[src/rtl/serial_fifo_consts.vh]
`ifndef SERIAL_FIFO_CONSTS_VH
`define SERIAL_FIFO_CONSTS_VH

// ****************************************
// Register offsets
// ****************************************
`define OFS_FIFO_CONFIG         12'he00
`define OFS_FIFO_STATUS         12'he04
`define OFS_FIFO_TRIGGER_CONFIG 12'he08
`define OFS_IRQ_MASK            12'he10
`define OFS_TX_DATA             12'he20
`define OFS_RX_DATA             12'he30

// ****************************************
// Config fields
// ****************************************
`define BIT_RX_FLUSH_CMD        17
`define BIT_TX_FLUSH_CMD        16
`define BIT_RX_DMA_ENABLE       13
`define BIT_TX_DMA_ENABLE       12
`define POS_SIZE_LO             4
`define SIZE_FOUR_BY_SIXTEEN    2'h1

// ****************************************
// Status fields
// ****************************************
`define POS_RX_FILL_LO          16
`define POS_TX_FILL_LO          8
`define BIT_RX_FULL             7
`define BIT_RX_HAS_DATA         6
`define BIT_TX_HAS_ROOM         5
`define BIT_TX_DRAINED          4
`define BIT_FUNC_IRQ            3
`define BIT_RX_OVERFLOW         1
`define BIT_TX_FAULT            0

// ****************************************
// Trigger and mask writable bits
// ****************************************
`define TRIGGER_WRITE_MASK      32'h000f0f03
`define IRQ_MASK_WRITE_MASK     32'h0000000b

// ****************************************
// Reset values and depth
// ****************************************
`define RESET_WORD              32'h00000000
`define FIFO_DEPTH              3'h4

`endif

[src/rtl/serial_fifo_status_logic.v]
// Functional notes
// - Receive fill count in status bits 20-16; zero means rx flags both zero.
// - Receive full sets rx full and has-data; nonzero count is exact entry count.
// - Transmit fill count in status bits 12-8; zero means drained and room both one.
// - Transmit full clears drained and room flags; nonzero count is exact entry count.
// - Status bit 7 high while receive FIFO full; reader must drain promptly.
// - Status bit 6 high when receive data is available, low when empty.
// - Status bit 5 low when transmit FIFO full, high when room remains.
// - Status bit 4 high when transmit FIFO empty, even if last word still shifting.
// - Status bit 3 mirrors the peripheral function interrupt line.
// - Sticky bit 1 set on receive push into full FIFO; write one clears.
// - Sticky bit 0 set on push into full transmit FIFO; write one clears.
// - Sticky bit 0 also set when transmit word needed while FIFO empty.
// - Reserved status bits 31-21, 15-13 and 2 are ignored on write.
// - FIFO status register decoded at offset e04.
// - Trigger settings register decoded at offset e08.
// - Each FIFO holds four sixteen-bit entries; size field reads back that setting.
// - Flush command bits discard FIFO contents and return levels to zero.
// - DMA requests: receive while not empty, transmit while not full, when enabled.
//
// The strobed register port was chosen for this implementation.
`timescale 1ns/10ps
`include "serial_fifo_consts.vh"

module serial_fifo_status_logic (
	// Clock and reset
	input  wire        CLK,
	input  wire        SYS_RST,
	// Register port
	input  wire [11:0] REG_ADDR,
	input  wire [31:0] REG_WDATA,
	input  wire        REG_WR,
	input  wire        REG_RD,
	output reg  [31:0] REG_RDATA,
	// Peripheral engine transmit side
	input  wire        TX_WORD_REQ,
	output reg  [15:0] TX_WORD,
	output reg         TX_WORD_VALID,
	// Peripheral engine receive side
	input  wire        RX_WORD_PUSH,
	input  wire [15:0] RX_WORD,
	input  wire        FUNC_IRQ,
	// DMA requests and interrupt
	output reg         RX_DMA_REQ,
	output reg         TX_DMA_REQ,
	output reg         IRQ
);

	// ****************************************
	// Storage and state
	// ****************************************
	reg  [15:0] tx_mem [0:3];
	reg  [15:0] rx_mem [0:3];
	reg  [1:0]  tx_wr_ptr;
	reg  [1:0]  tx_rd_ptr;
	reg  [2:0]  tx_fill_count;
	reg  [1:0]  rx_wr_ptr;
	reg  [1:0]  rx_rd_ptr;
	reg  [2:0]  rx_fill_count;
	reg         rx_overflow_error;
	reg         tx_fault_error;
	reg         rx_dma_request_enable;
	reg         tx_dma_request_enable;
	reg  [31:0] fifo_trigger_config;
	reg  [31:0] irq_mask;
	reg  [31:0] next_rdata;
	reg  [2:0]  next_tx_fill;
	reg  [2:0]  next_rx_fill;
	reg         next_rx_overflow_error;
	reg         next_tx_fault_error;
	reg         next_rx_dma_enable;
	reg         next_tx_dma_enable;
	reg         next_rx_dma_req;
	reg         next_tx_dma_req;
	reg         next_irq;

	// ****************************************
	// Decode and flags
	// ****************************************
	wire        wr_config  = REG_WR && (REG_ADDR == `OFS_FIFO_CONFIG);
	wire        wr_status  = REG_WR && (REG_ADDR == `OFS_FIFO_STATUS);
	wire        wr_trigger = REG_WR && (REG_ADDR == `OFS_FIFO_TRIGGER_CONFIG);
	wire        wr_mask    = REG_WR && (REG_ADDR == `OFS_IRQ_MASK);
	wire        wr_txdata  = REG_WR && (REG_ADDR == `OFS_TX_DATA);
	wire        rd_rxdata  = REG_RD && (REG_ADDR == `OFS_RX_DATA);

	wire        tx_flush   = wr_config && REG_WDATA[`BIT_TX_FLUSH_CMD];
	wire        rx_flush   = wr_config && REG_WDATA[`BIT_RX_FLUSH_CMD];

	wire        rx_full_flag = (rx_fill_count == `FIFO_DEPTH);
	wire        rx_has_data  = (rx_fill_count != 3'h0);
	wire        tx_has_room  = (tx_fill_count != `FIFO_DEPTH);
	wire        tx_drained   = (tx_fill_count == 3'h0);

	wire        tx_push    = wr_txdata && tx_has_room;
	wire        tx_ovf     = wr_txdata && !tx_has_room;
	wire        tx_pop     = TX_WORD_REQ && !tx_drained;
	wire        tx_udf     = TX_WORD_REQ && tx_drained;
	wire        rx_push    = RX_WORD_PUSH && !rx_full_flag;
	wire        rx_ovf     = RX_WORD_PUSH && rx_full_flag;
	wire        rx_pop     = rd_rxdata && rx_has_data;

	// ****************************************
	// Status word
	// ****************************************
	wire [31:0] fifo_status = {
		11'h000,
		2'h0,
		rx_fill_count,
		3'h0,
		2'h0,
		tx_fill_count,
		rx_full_flag,
		rx_has_data,
		tx_has_room,
		tx_drained,
		FUNC_IRQ,
		1'b0,
		rx_overflow_error,
		tx_fault_error
	};

	// ****************************************
	// Config word
	// ****************************************
	wire [31:0] fifo_config = {
		14'h0000,
		2'h0,
		2'h0,
		rx_dma_request_enable,
		tx_dma_request_enable,
		6'h00,
		`SIZE_FOUR_BY_SIXTEEN,
		4'h0
	};

	// ****************************************
	// Transmit level
	// ****************************************
	always @* begin
		next_tx_fill = tx_fill_count;
		if (tx_push && !tx_pop) begin
			next_tx_fill = tx_fill_count + 3'h1;
		end else if (tx_pop && !tx_push) begin
			next_tx_fill = tx_fill_count - 3'h1;
		end
	end

	// ****************************************
	// Receive level
	// ****************************************
	always @* begin
		next_rx_fill = rx_fill_count;
		if (rx_push && !rx_pop) begin
			next_rx_fill = rx_fill_count + 3'h1;
		end else if (rx_pop && !rx_push) begin
			next_rx_fill = rx_fill_count - 3'h1;
		end
	end

	// ****************************************
	// Read mux
	// ****************************************
	always @* begin
		case (REG_ADDR)
			`OFS_FIFO_CONFIG: begin
				next_rdata = fifo_config;
			end
			`OFS_FIFO_STATUS: begin
				next_rdata = fifo_status;
			end
			`OFS_FIFO_TRIGGER_CONFIG: begin
				next_rdata = fifo_trigger_config;
			end
			`OFS_IRQ_MASK: begin
				next_rdata = irq_mask;
			end
			`OFS_RX_DATA: begin
				next_rdata = {16'h0000, rx_mem[rx_rd_ptr]};
			end
			default: begin
				next_rdata = 32'h00000000;
			end
		endcase
	end

	// ****************************************
	// Sticky error next values
	// ****************************************
	always @* begin
		next_rx_overflow_error = rx_overflow_error;
		if (rx_ovf) begin
			next_rx_overflow_error = 1'b1;
		end else if (wr_status && REG_WDATA[`BIT_RX_OVERFLOW]) begin
			next_rx_overflow_error = 1'b0;
		end
		next_tx_fault_error = tx_fault_error;
		if (tx_ovf || tx_udf) begin
			next_tx_fault_error = 1'b1;
		end else if (wr_status && REG_WDATA[`BIT_TX_FAULT]) begin
			next_tx_fault_error = 1'b0;
		end
	end

	// ****************************************
	// Config next values
	// ****************************************
	always @* begin
		next_rx_dma_enable = rx_dma_request_enable;
		next_tx_dma_enable = tx_dma_request_enable;
		if (wr_config) begin
			next_rx_dma_enable = REG_WDATA[`BIT_RX_DMA_ENABLE];
			next_tx_dma_enable = REG_WDATA[`BIT_TX_DMA_ENABLE];
		end
	end

	// ****************************************
	// DMA and interrupt next values
	// ****************************************
	always @* begin
		next_rx_dma_req = 1'b0;
		if (next_rx_dma_enable && !rx_flush && (next_rx_fill != 3'h0)) begin
			next_rx_dma_req = 1'b1;
		end
		next_tx_dma_req = 1'b0;
		if (next_tx_dma_enable && (tx_flush || (next_tx_fill != `FIFO_DEPTH))) begin
			next_tx_dma_req = 1'b1;
		end
		next_irq = |(irq_mask[3:0] & fifo_status[3:0]);
	end

	// ****************************************
	// Transmit storage
	// ****************************************
	always @(posedge CLK) begin
		if (!SYS_RST && !tx_flush && tx_push) begin
			tx_mem[tx_wr_ptr] <= REG_WDATA[15:0];
		end
	end

	// ****************************************
	// Transmit FIFO pointers
	// ****************************************
	always @(posedge CLK) begin
		if (SYS_RST) begin
			tx_wr_ptr     <= 2'h0;
			tx_rd_ptr     <= 2'h0;
			tx_fill_count <= 3'h0;
		end else if (tx_flush) begin
			tx_wr_ptr     <= 2'h0;
			tx_rd_ptr     <= 2'h0;
			tx_fill_count <= 3'h0;
		end else begin
			if (tx_push) begin
				tx_wr_ptr <= tx_wr_ptr + 2'h1;
			end
			if (tx_pop) begin
				tx_rd_ptr <= tx_rd_ptr + 2'h1;
			end
			tx_fill_count <= next_tx_fill;
		end
	end

	// ****************************************
	// Transmit word output
	// ****************************************
	always @(posedge CLK) begin
		if (SYS_RST) begin
			TX_WORD       <= 16'h0000;
			TX_WORD_VALID <= 1'b0;
		end else begin
			if (tx_pop && !tx_flush) begin
				TX_WORD <= tx_mem[tx_rd_ptr];
			end
			TX_WORD_VALID <= tx_pop && !tx_flush;
		end
	end

	// ****************************************
	// Receive storage
	// ****************************************
	always @(posedge CLK) begin
		if (!SYS_RST && !rx_flush && rx_push) begin
			rx_mem[rx_wr_ptr] <= RX_WORD;
		end
	end

	// ****************************************
	// Receive FIFO pointers
	// ****************************************
	always @(posedge CLK) begin
		if (SYS_RST) begin
			rx_wr_ptr     <= 2'h0;
			rx_rd_ptr     <= 2'h0;
			rx_fill_count <= 3'h0;
		end else if (rx_flush) begin
			rx_wr_ptr     <= 2'h0;
			rx_rd_ptr     <= 2'h0;
			rx_fill_count <= 3'h0;
		end else begin
			if (rx_push) begin
				rx_wr_ptr <= rx_wr_ptr + 2'h1;
			end
			if (rx_pop) begin
				rx_rd_ptr <= rx_rd_ptr + 2'h1;
			end
			rx_fill_count <= next_rx_fill;
		end
	end

	// ****************************************
	// Sticky errors
	// ****************************************
	always @(posedge CLK) begin
		if (SYS_RST) begin
			rx_overflow_error <= 1'b0;
			tx_fault_error    <= 1'b0;
		end else begin
			rx_overflow_error <= next_rx_overflow_error;
			tx_fault_error    <= next_tx_fault_error;
		end
	end

	// ****************************************
	// DMA enables
	// ****************************************
	always @(posedge CLK) begin
		if (SYS_RST) begin
			rx_dma_request_enable <= 1'b0;
			tx_dma_request_enable <= 1'b0;
		end else begin
			rx_dma_request_enable <= next_rx_dma_enable;
			tx_dma_request_enable <= next_tx_dma_enable;
		end
	end

	// ****************************************
	// Trigger and mask registers
	// ****************************************
	always @(posedge CLK) begin
		if (SYS_RST) begin
			fifo_trigger_config <= `RESET_WORD;
			irq_mask            <= `RESET_WORD;
		end else begin
			if (wr_trigger) begin
				fifo_trigger_config <= REG_WDATA & `TRIGGER_WRITE_MASK;
			end
			if (wr_mask) begin
				irq_mask <= REG_WDATA & `IRQ_MASK_WRITE_MASK;
			end
		end
	end

	// ****************************************
	// Read data
	// ****************************************
	always @(posedge CLK) begin
		if (SYS_RST) begin
			REG_RDATA <= `RESET_WORD;
		end else if (REG_RD) begin
			REG_RDATA <= next_rdata;
		end else begin
			REG_RDATA <= 32'h00000000;
		end
	end

	// ****************************************
	// DMA requests and interrupt
	// ****************************************
	always @(posedge CLK) begin
		if (SYS_RST) begin
			RX_DMA_REQ <= 1'b0;
			TX_DMA_REQ <= 1'b0;
			IRQ        <= 1'b0;
		end else begin
			RX_DMA_REQ <= next_rx_dma_req;
			TX_DMA_REQ <= next_tx_dma_req;
			IRQ        <= next_irq;
		end
	end

endmodule // serial_fifo_status_logic

[config.mk]
export PLATFORM = sky130hd
export DESIGN_NAME = serial_fifo_status_logic
export DESIGN_NICKNAME = d
export VERILOG_FILES = /design/src/rtl/serial_fifo_status_logic.v
export VERILOG_INCLUDE_DIRS = /design/src /design/src/rtl
export SDC_FILE = /design/constraint.sdc
export NUM_CORES = 1
export LEC_CHECK = 0
export ABC_AREA = 0
export BUFFER_PORTS_ARGS = -buffer_cell sky130_fd_sc_hd__buf_4
export CORE_MARGIN = 1
export CORE_UTILIZATION = 30
export DETAILED_ROUTE_END_ITERATION = 12
export PLACE_DENSITY_LB_ADDON = 0.1
export SYNTH_ARGS = -nofsm -noshare
export SYNTH_HDL_FRONTEND = slang
export SYNTH_SLANG_ARGS = --single-unit
[constraint.sdc]
create_clock -name CLK -period 4.05 [get_ports CLK]
set_input_delay 0.2025 -clock CLK [delete_from_list [all_inputs] [get_ports CLK]]
set_output_delay 0.2025 -clock CLK [all_outputs]
set_load 0.01 [all_outputs]
==> results of run 1 <==
per-layer routing:
| metal | wire length [um] | vias up | track usage |
|---|---|---|---|
| met5 | 0 | - | 0 |
| met4 | 397 | 0 | 0.03746 |
| met3 | 611 | 31 | 0.02096 |
| met2 | 9675 | 103 | 0.2646 |
| met1 | 8713 | 2417 | 0.1909 |
| li1 | - | 2287 | - |
state kept, by name, indices dropped and copies added, names as in the netlist, named ones only:
| signal | count |
|---|---|
| TX_WORD | 16 |
| rx_dma_request_enable | 1 |
| irq_mask | 3 |
| rx_fill_count | 3 |
| RX_DMA_REQ | 1 |
| tx_dma_request_enable | 1 |
| rx_overflow_error | 1 |
| tx_mem | 64 |
| tx_wr_ptr | 2 |
| rx_mem | 64 |
| tx_fill_count | 3 |
| rx_wr_ptr | 2 |
| tx_rd_ptr | 2 |
| rx_rd_ptr | 2 |
| REG_RDATA | 20 |
| fifo_trigger_config | 10 |
| TX_DMA_REQ | 1 |
| TX_WORD_VALID | 1 |
| IRQ | 1 |
| tx_fault_error | 1 |
cell families (layout without fill, tap and decap cells):
family	after synthesis	in the layout	share of synthesized area
compound gates	76	76	0.06156
xor+xnor	11	11	0.01225
fa+ha+maj	15	15	0.02354
buf+inv	49	196	0.03165
flops	201	201	0.6744
mux	36	36	0.09671
other cells	1	12	0.0004767
simple gates	156	156	0.09941
through the flow:
stage | hold WS, ns | utilization | area (um2) | instances
after global routing | 0.008249 | 0.3950 | 10060 | 1033
after global placement | 0.4024 | 0.3495 | 8902 | 952
after detailed placement | 0.4066 | 0.3495 | 8902 | 952
after floorplan | 0.3014 | - | 7908 | 556
after CTS | 0.008508 | 0.3950 | 10060 | 1033
final | 0.01760 | 0.3950 | 10060 | 1033
worst min path at each step:
stage | from | endpoint | slack [ns] | depth (start not counted)
after global routing | FUNC_IRQ | IRQ | 0.008 | 3
after detailed placement | REG_WDATA[6] | tx_mem[2][6] | 0.41 | 1
final | FUNC_IRQ | IRQ | 0.02 | 3
after CTS | FUNC_IRQ | IRQ | 0.009 | 3
after global placement | RX_WORD[2] | rx_mem[0][2] | 0.40 | 1
after floorplan | RX_WORD[0] | rx_mem[0][0] | 0.30 | 0
repair_timing:
item / in CTS / in global routing
endpoints found under the setup margin: 0 / 0
hold buffers: 37 / 0
hold endpoints to repair: 139 / 0
layout by cell type, fill, tap and decap left out, types with 2 or more instances in the layout:
cell / Yosys / layout
edfxtp_1: 128 / 128
buf_4: 13 / 104
dfxtp_1: 73 / 73
nand2_1: 64 / 64
a21oi_1: 39 / 39
dlygate4sd3_1: 0 / 37
nor2_1: 34 / 34
mux4_2: 32 / 32
clkbuf_16: 0 / 25
nand3_1: 16 / 16
ha_1: 14 / 14
and3_1: 13 / 13
a22oi_1: 13 / 13
conb_1: 1 / 12
inv_1: 11 / 11
xnor2_1: 9 / 9
clkbuf_1: 16 / 7
nand2b_1: 5 / 5
o21ai_0: 4 / 4
a222oi_1: 4 / 4
mux2i_1: 4 / 4
clkinv_2: 0 / 4
and2_1: 3 / 3
a31oi_1: 3 / 3
nor2b_1: 3 / 3
clkbuf_8: 0 / 3
nor4b_4: 1 / 2
o22ai_1: 2 / 2
a31o_2: 2 / 2
nor3b_1: 2 / 2
nand4_1: 2 / 2
a211oi_1: 2 / 2
xor2_1: 2 / 2
a32oi_1: 2 / 2
clkinv_1: 0 / 2
bufinv_16: 0 / 2
power groups by stage:
stage               clock [mW]  sequential, mW  combinational, mW
global route              2.26            2.31              0.731
finish                    2.13            2.31              0.652
floorplan                    0            2.35              0.404
global placement             0            2.35              0.631
CTS                       2.18            2.31              0.667
detailed placement           0            2.35              0.637
final cells by class:
class                   instances  area (um2)  area share
multi-input cells             306        2362      0.2348
flip-flops and latches        201        5305      0.5272
well taps                     330       412.9     0.04103
clock inverters                 9       96.34    0.009575
repair buffers                141        1151      0.1144
inverters                      11       41.29    0.004103
clock buffers                  35       693.2     0.06889
worst max-delay path: stages, from the launching register on:
cell,delay (ns)
dfxtp_1,0.38
inv_1,0.10
ha_1,0.21
nand2_1,0.16
nand2_1,0.14
nor3_2,0.33
and3_1,0.84
==> flow_metrics.py, run 1 <==
metrics = {
    "outcome": {
        "status": "complete, no violations",
    },
    "route": {
        "drt_wl_total_mm": 19.40,
        "drtIter0Drc": 314,
        "firstDrtPassIters": 5,
        "postRouteAntennaNets": 0,
        "vias_per_cell": 4.683,
        "drc": 0,
        "vias": 4838,
        "routedWlPerCell_um": 18.78,
    },
    "placed_design": {
        "routabilityCongestion": 0.7185,
        "hpwl_mm": 12.85,
        "dpl_worst_slack_ns": 1.408,
        "portBuffers": 94,
    },
    "synth": {
        "synth-edff-count": 128,
        "ys_dominant_reg_cell": "edfxtp_1",
        "syn_area_per_cell_um2": 14.43,
        "synth_seq_area_share": 0.6744,
        "synth_area_leaders": "edfxtp_1 49%, dfxtp_1 19%, mux4_2 9.2%, nand2_1 3.1%, a21oi_1 2.5%",
        "async_reset_ff_frac": 0,
        "mappedNetlistArea_mm2": 0.007866,
        "synth_top_area_frac": 0.4886,
        "synth_top_area_cell": "edfxtp_1",
        "synth_top_cells_by_count": "128 x edfxtp_1, 73 x dfxtp_1, 64 x nand2_1, 39 x a21oi_1, 34 x nor2_1",
        "synthCells": 545,
        "yosysWarnings": 0,
        "ys_ff_latch": 201,
        "ys_types": 52,
        "synth.most_common_cell": "edfxtp_1",
    },
    "clock_network": {
        "cts_buffers": 24,
        "clk_pin_slew_ns": 0.06,
        "h-tree-depth": 1,
        "clock_sinks": 201,
        "ctsResizeCount": 0,
        "clock_latency_ns": 0.51,
        "clock_tree.root_cell": "clkbuf_16",
        "post_cts_buffers": 0,
        "clockBufferDepth": 3,
        "cts_tree": "yes",
    },
    "power_and_ir_drop": {
        "max-vdd-ir-drop_mv": 0.2695,
        "p_seq_frac": 0.453,
        "p_leak_nw": 3.565,
        "swShare": 0.2400,
        "pwr-share-comb": 0.128,
        "clkPwrFrac": 0.419,
        "power_density_mw_per_mm2": 505.4,
        "power.internal_mw": 3.865,
        "total_power_mw": 5.085,
        "p_sw_mw": 1.220,
    },
    "critical_path": {
        "crit_path_end_kind": "register",
        "arrival_ns": 2.68,
        "start_kind": "register",
        "cp_max_fo": 16,
        "r2r_cells": 6,
        "r2r_end": "tx_mem[0][1]",
        "cp-endpoint": "tx_mem[0][1]",
        "worstSetupPathType": "reg2reg",
        "r2r_slack_ns": 1.49,
        "rr_startpoint": "tx_fill_count[1]",
        "crit_start": "tx_fill_count[1]",
        "crit_required_ns": 4.18,
    },
    "timing": {
        "slew_viol_final": 0,
        "fin_crit_sh": 0.6317,
        "setup_tns_ns": 0,
        "setup_ws_ns": 1.492,
        "setup_viol": 0,
        "worstMarginPinSlew_ns": 1.087,
        "rsz0062_at_grt": "no",
        "fmax_mhz": 390.9,
        "hold_viol_final": 0,
        "relSlewSlack": 0.2740,
        "period_minus_slack_ns": 2.558,
        "clock-skew-final_ns": 0.01054,
    },
    "global_routing": {
        "grt_pass1_vias": 4995,
        "grt_start_max_net_pins": 41,
        "grt_pass1_wl_mm": 29.64,
        "grt-ovfl-total": 0,
        "antenna_found_initial": 0,
        "grtUsageTotal": 0.1494,
    },
    "floorplan": {
        "row_count": 58,
        "core_mm2": 0.02547,
        "start_util": 0.3088,
        "die_area_mm2": 0.02687,
        "chipHeight_um": 163.9,
        "ios": 119,
        "dieWidth_um": 163.9,
    },
    "hold_path": {
        "hold_path_class": "in2reg",
    },
    "run": {
        "max_cap_violations": 0,
    },
    "finish": {
        "drive_gt1_frac": 0.2632,
        "layout.nets": 766,
        "antenna_cells": 0,
        "area_growth_pct": 27.92,
        "fill_cells": 2411,
    },
}
Note: power is estimated with default switching activity, not from simulation.
==> inputs of run 2 (changes only) <==
Clock period 4.05 ns to 2.7 ns, I/O delays scaled along.
==> flow_metrics.py, run 2 (synthesized netlist as in run 1, its figures left out) <==
metrics = {
    "route": {
        "firstDrtPassIters": 4,
        "vias_per_cell": 4.694,
        "drtIter0Drc": 293,
        "postRouteAntennaNets": 0,
        "drc": 0,
        "vias": 4891,
        "routedWlPerCell_um": 18.83,
        "drt_wl_total_mm": 19.62,
    },
    "finish": {
        "multi_input_area_mm2": 0.002362,
        "final_common_cell": "edfxtp_1",
        "fill_cells": 2380,
        "reg_top3": "rx_mem x64, tx_mem x64, REG_RDATA x20",
        "antenna_cells": 0,
        "area_growth_pct": 29.28,
        "final_cell_mix": "128 x edfxtp_1, 114 x buf_4, 73 x dfxtp_1",
        "final_cells": 1042,
        "final_util": 0.3993,
        "seqCellArea_mm2": 0.005305,
        "layout.nets": 778,
        "drive_gt1_frac": 0.2725,
    },
    "floorplan": {
        "chipHeight_um": 163.9,
        "die_area_mm2": 0.02687,
        "core_mm2": 0.02547,
        "ios": 119,
        "dieWidth_um": 163.9,
        "start_util": 0.3088,
        "row_count": 58,
    },
    "critical_path": {
        "r2r_cells": 5,
        "cp_max_fo": 16,
        "path_buf_inv": 2,
        "max_stage_delay_ns": 0.84,
        "critPathSlowestCell": "and3_1",
        "rr_startpoint": "rx_fill_count[0]",
        "crit_required_ns": 2.83,
        "arrival_ns": 2.54,
        "critical_path.top_delay_family": "simple AND/OR/NAND/NOR gates",
        "start_kind": "register",
        "r2r_slack_ns": 0.29,
        "path_cells": "inv_1 > ha_1 > a21boi_0 > buf_4 > and3_1",
        "worstSetupPathType": "reg2reg",
        "crit_path_end_kind": "register",
        "r2r_end": "rx_mem[0][14]",
    },
    "hold_path": {
        "hold_path_depth": 3,
        "hold_path_class": "in2reg",
        "hp-start": "TX_WORD_REQ",
        "whs_endpoint": "TX_WORD_VALID",
    },
    "global_routing": {
        "grt_pass1_vias": 5029,
        "grt-ovfl-total": 0,
        "grt_pass1_wl_mm": 29.73,
        "grt_start_max_net_pins": 40,
        "antenna_found_initial": 0,
        "grtUsageTotal": 0.1502,
    },
    "placed_design": {
        "portBuffers": 94,
        "hpwl_mm": 13.18,
        "numPlacedInstances": 962,
        "routabilityCongestion": 0.7649,
    },
    "timing": {
        "worst_hold_slack_ns": 0.02074,
        "relSlewSlack": 0.3236,
        "setup_tns_ns": 0,
        "rsz0062_at_grt": "no",
        "hold_viol_final": 0,
        "setup_viol": 0,
        "fin_crit_sh": 0.8915,
        "worstMarginPinSlew_ns": 1.015,
        "clock-skew-final_ns": 0.007152,
        "fmax_mhz": 415.4,
        "slew_viol_final": 0,
        "period_minus_slack_ns": 2.407,
    },
    "clock_network": {
        "clock_latency_ns": 0.51,
        "h-tree-depth": 1,
        "cts_buffers": 23,
        "cts_tree": "yes",
        "clock_tree.root_cell": "clkbuf_16",
        "clk_pin_slew_ns": 0.05,
        "clockBufferDepth": 3,
        "clock_sinks": 201,
        "ctsResizeCount": 0,
    },
    "power_and_ir_drop": {
        "power_density_mw_per_mm2": 755.2,
        "max-vdd-ir-drop_mv": 0.4230,
        "p_leak_nw": 3.625,
    },
    "run": {
        "max_cap_violations": 0,
    },
    "outcome": {
        "status": "complete, no violations",
    },
}
[run 2: changes by cell type in the layout (fill, tap and decap cells not counted), moves of 2 or more]
cell | previous run | this run
buf_4 | 104 | 114
dlygate4sd3_1 | 37 | 40
bufinv_16 | 2 | 4
clkbuf_16 | 25 | 23
clkinv_1 | 2 | 0
clkinv_2 | 4 | 2
[run 2: report_power, final]
part           switching [mW]  internal [mW]
clock                    1.22           2.02
combinational           0.531          0.449
sequential             0.0795           3.38
[run 2: through the flow]
| stage | total power [mW] | instance area, um2 | setup WS [ns] |
|---|---|---|---|
| 2_1_floorplan | 4.130 | 7908 | 0.6449 |
| 3_3_place_gp | 4.466 | 8977 | 0.2689 |
| 3_5_place_dp | 4.488 | 8977 | 0.2507 |
| 4_1_cts | 7.810 | 10170 | 0.2429 |
| 5_1_grt | 8.004 | 10170 | 0.09176 |
| 6_report | 7.680 | 10170 | 0.2928 |
[run 2: per-layer routing]
layer	wire length (um)	GRT usage	vias up	part of all wire
met3	875	0.02551	18	0.045
met2	9970	0.2700	127	0.51
li1	-	-	2312	-
met5	0	0	-	0
met4	229	0.03030	0	0.012
met1	8549	0.1889	2434	0.44
[run 2: final cells by class]
cell class / instances / area share
well taps: 330 / 0.04060
inverters: 11 / 0.004060
multi-input cells: 306 / 0.2323
repair buffers: 154 / 0.1235
clock buffers: 31 / 0.06152
clock inverters: 9 / 0.01636
flip-flops and latches: 201 / 0.5217
[run 2: worst max path at each step]
stage / from / to / slack (ns) / depth (start not counted)
2_1_floorplan: rx_fill_count[0] / rx_mem[0][0] / 0.64 / 5
3_3_place_gp: rx_fill_count[0] / rx_mem[3][2] / 0.27 / 5
3_5_place_dp: rx_fill_count[0] / rx_mem[0][5] / 0.25 / 5
4_1_cts: rx_fill_count[0] / rx_mem[1][11] / 0.24 / 5
5_1_grt: rx_fill_count[0] / rx_mem[0][14] / 0.09 / 5
6_report: rx_fill_count[0] / rx_mem[0][14] / 0.29 / 5
[run 2: timing repair]
action	CTS	global route
buffers inserted	0	0
hold buffers	40	0
hold endpoints to repair	146	0
[run 2: tightest hold or removal path, cell delays in order]
cell and delay [ns]:
buf_4 0.10, nand2_1 0.14, nor2_1 0.11
==> inputs of run 3 (changes only) <==
--- a/config.mk
+++ b/config.mk
@@ -13,4 +13,5 @@
 export DETAILED_ROUTE_END_ITERATION = 12
 export PLACE_DENSITY_LB_ADDON = 0.1
+export SETUP_SLACK_MARGIN = 0.5
 export SYNTH_ARGS = -nofsm -noshare
 export SYNTH_HDL_FRONTEND = slang
==> constraint.sdc (replaced) <==
create_clock -name CLK -period 2.7 [get_ports CLK]
set_input_delay 0.135 -clock CLK [delete_from_list [all_inputs] [get_ports CLK]]
set_output_delay 0.135 -clock CLK [all_outputs]
set_load 0.005 [all_outputs]
==> flow_metrics.py, run 3 (synthesized netlist as in run 1, its figures left out) <==
metrics = {
    "timing": {
        "worstMarginPinSlew_ns": 0.6598,
        "fmax_mhz": 477.4,
        "slew_viol_final": 0,
        "rsz0062_at_grt": "yes",
        "setup_viol": 0,
        "setup_tns_ns": 0,
        "period_minus_slack_ns": 2.095,
        "hold_viol_final": 0,
        "fin_crit_sh": 0.7758,
        "clock-skew-final_ns": 0.005358,
        "relSlewSlack": 0.5602,
    },
    "clock_network": {
        "cts_tree": "yes",
        "clock_latency_ns": 0.51,
        "clockBufferDepth": 3,
        "clock_sinks": 201,
        "clock_tree.root_cell": "clkbuf_16",
        "clk_pin_slew_ns": 0.05,
        "cts_buffers": 23,
        "h-tree-depth": 1,
    },
    "critical_path": {
        "cp_max_fo": 11,
        "crit_required_ns": 3.12,
        "start_kind": "register",
        "arrival_ns": 2.52,
        "crit_path_end_kind": "register",
        "worstSetupPathType": "reg2reg",
    },
    "hold_path": {
        "hold_path_class": "in2reg",
    },
    "route": {
        "routedWlPerCell_um": 18.87,
        "vias_per_cell": 4.709,
        "drt_wl_total_mm": 19.68,
        "postRouteAntennaNets": 0,
        "drc": 0,
        "drtIter0Drc": 271,
        "vias": 4911,
        "firstDrtPassIters": 5,
    },
    "global_routing": {
        "grt_pass1_vias": 5031,
        "grt_start_max_net_pins": 40,
        "antenna_found_initial": 0,
        "grt-ovfl-total": 0,
        "grt_pass1_wl_mm": 29.75,
        "grtUsageTotal": 0.1503,
    },
    "floorplan": {
        "row_count": 58,
        "start_util": 0.3088,
        "dieWidth_um": 163.9,
        "die_area_mm2": 0.02687,
        "chipHeight_um": 163.9,
        "ios": 119,
        "core_mm2": 0.02547,
    },
    "power_and_ir_drop": {
        "total_power_mw": 7.675,
        "max-vdd-ir-drop_mv": 0.4224,
        "power_density_mw_per_mm2": 751.4,
        "p_leak_nw": 3.643,
    },
    "finish": {
        "area_growth_pct": 29.84,
        "final_cells": 1043,
        "fill_cells": 2385,
        "drive_gt1_frac": 0.2889,
        "final_common_cell": "edfxtp_1",
        "final_util": 0.4010,
        "reg_top3": "rx_mem x64, tx_mem x64, REG_RDATA x20",
        "antenna_cells": 0,
        "layout.nets": 779,
        "final_cell_mix": "128 x edfxtp_1, 115 x buf_4, 72 x dfxtp_1",
    },
    "run": {
        "max_cap_violations": 0,
    },
    "placed_design": {
        "hpwl_mm": 13.18,
        "portBuffers": 94,
        "numPlacedInstances": 962,
        "routabilityCongestion": 0.7649,
    },
    "outcome": {
        "status": "complete, no violations",
    },
}
==> run 3: changes by cell type in the layout (fill, tap and decap cells not counted), sizes merged <==
cell  before  now
buf      114  115
==> run 3: report_power, final <==
group,leakage [nW],internal [mW],switching (mW)
logic,1.51,0.461,0.519
registers,1.75,3.38,0.0799
clock network,0.383,2.02,1.21
total,3.64,5.86,1.81
==> run 3: timing repair <==
item,CTS,global route
endpoints found under the hold margin,145,0
pin swaps,0,1
gates resized for setup,7,6
hold buffers,40,0
endpoints found under the setup margin,66,67
buffers inserted,0,1
cloned,0,0
==> run 3: per-stage QoR <==
step / area, um2 / worst slack, ns / hold WS, ns
after floorplan: 7908 / 0.6449 / 0.2339
after global placement: 8977 / 0.2689 / 0.3354
after detailed placement: 8977 / 0.2507 / 0.3419
after CTS: 10190 / 0.5173 / 0.008257
after global routing: 10210 / 0.4971 / 0.03251
final: 10210 / 0.6052 / 0.02008
==> run 3: cell type report <==
class / instances / area (um2) / area share
Sequential cell: 201 / 5306 / 0.5195
Multi-Input combinational cell: 306 / 2397 / 0.2347
Timing Repair Buffer: 155 / 1264 / 0.1237
Clock buffer: 31 / 625.6 / 0.06125
Tap cell: 330 / 412.9 / 0.04043
Clock inverter: 9 / 166.4 / 0.01629
Inverter: 11 / 41.29 / 0.004043
==> run 3: worst max-delay path, cell delays in order (launching register included) <==
cell and delay [ns]:
dfxtp_1 0.35, inv_1 0.15, ha_4 0.17, a21boi_0 0.08
buf_4 0.19, or3_2 0.52, nand2_1 0.12, o221ai_1 0.17
a211oi_2 0.27
==> run 3: final timing paths <==
path | end | startpoint | slack, ns | depth (start not counted)
worst min-delay path | TX_WORD_VALID | TX_WORD_REQ | 0.02 | 3
worst max-delay path | RX_DMA_REQ | rx_fill_count[1] | 0.61 | 8
worst max register to register | RX_DMA_REQ | rx_fill_count[1] | 0.61 | 8
worst min register to register | TX_WORD[11] | TX_WORD[11] | 0.45 | 2
==> run 3: per-layer routing <==
| metal | part of all wire | global-route usage | vias to the layer above |
|---|---|---|---|
| li1 | - | - | 2316 |
| met1 | 0.43 | 0.1891 | 2460 |
| met2 | 0.51 | 0.2700 | 117 |
| met3 | 0.047 | 0.02551 | 18 |
| met4 | 0.012 | 0.03030 | 0 |
| met5 | 0 | 0 | - |
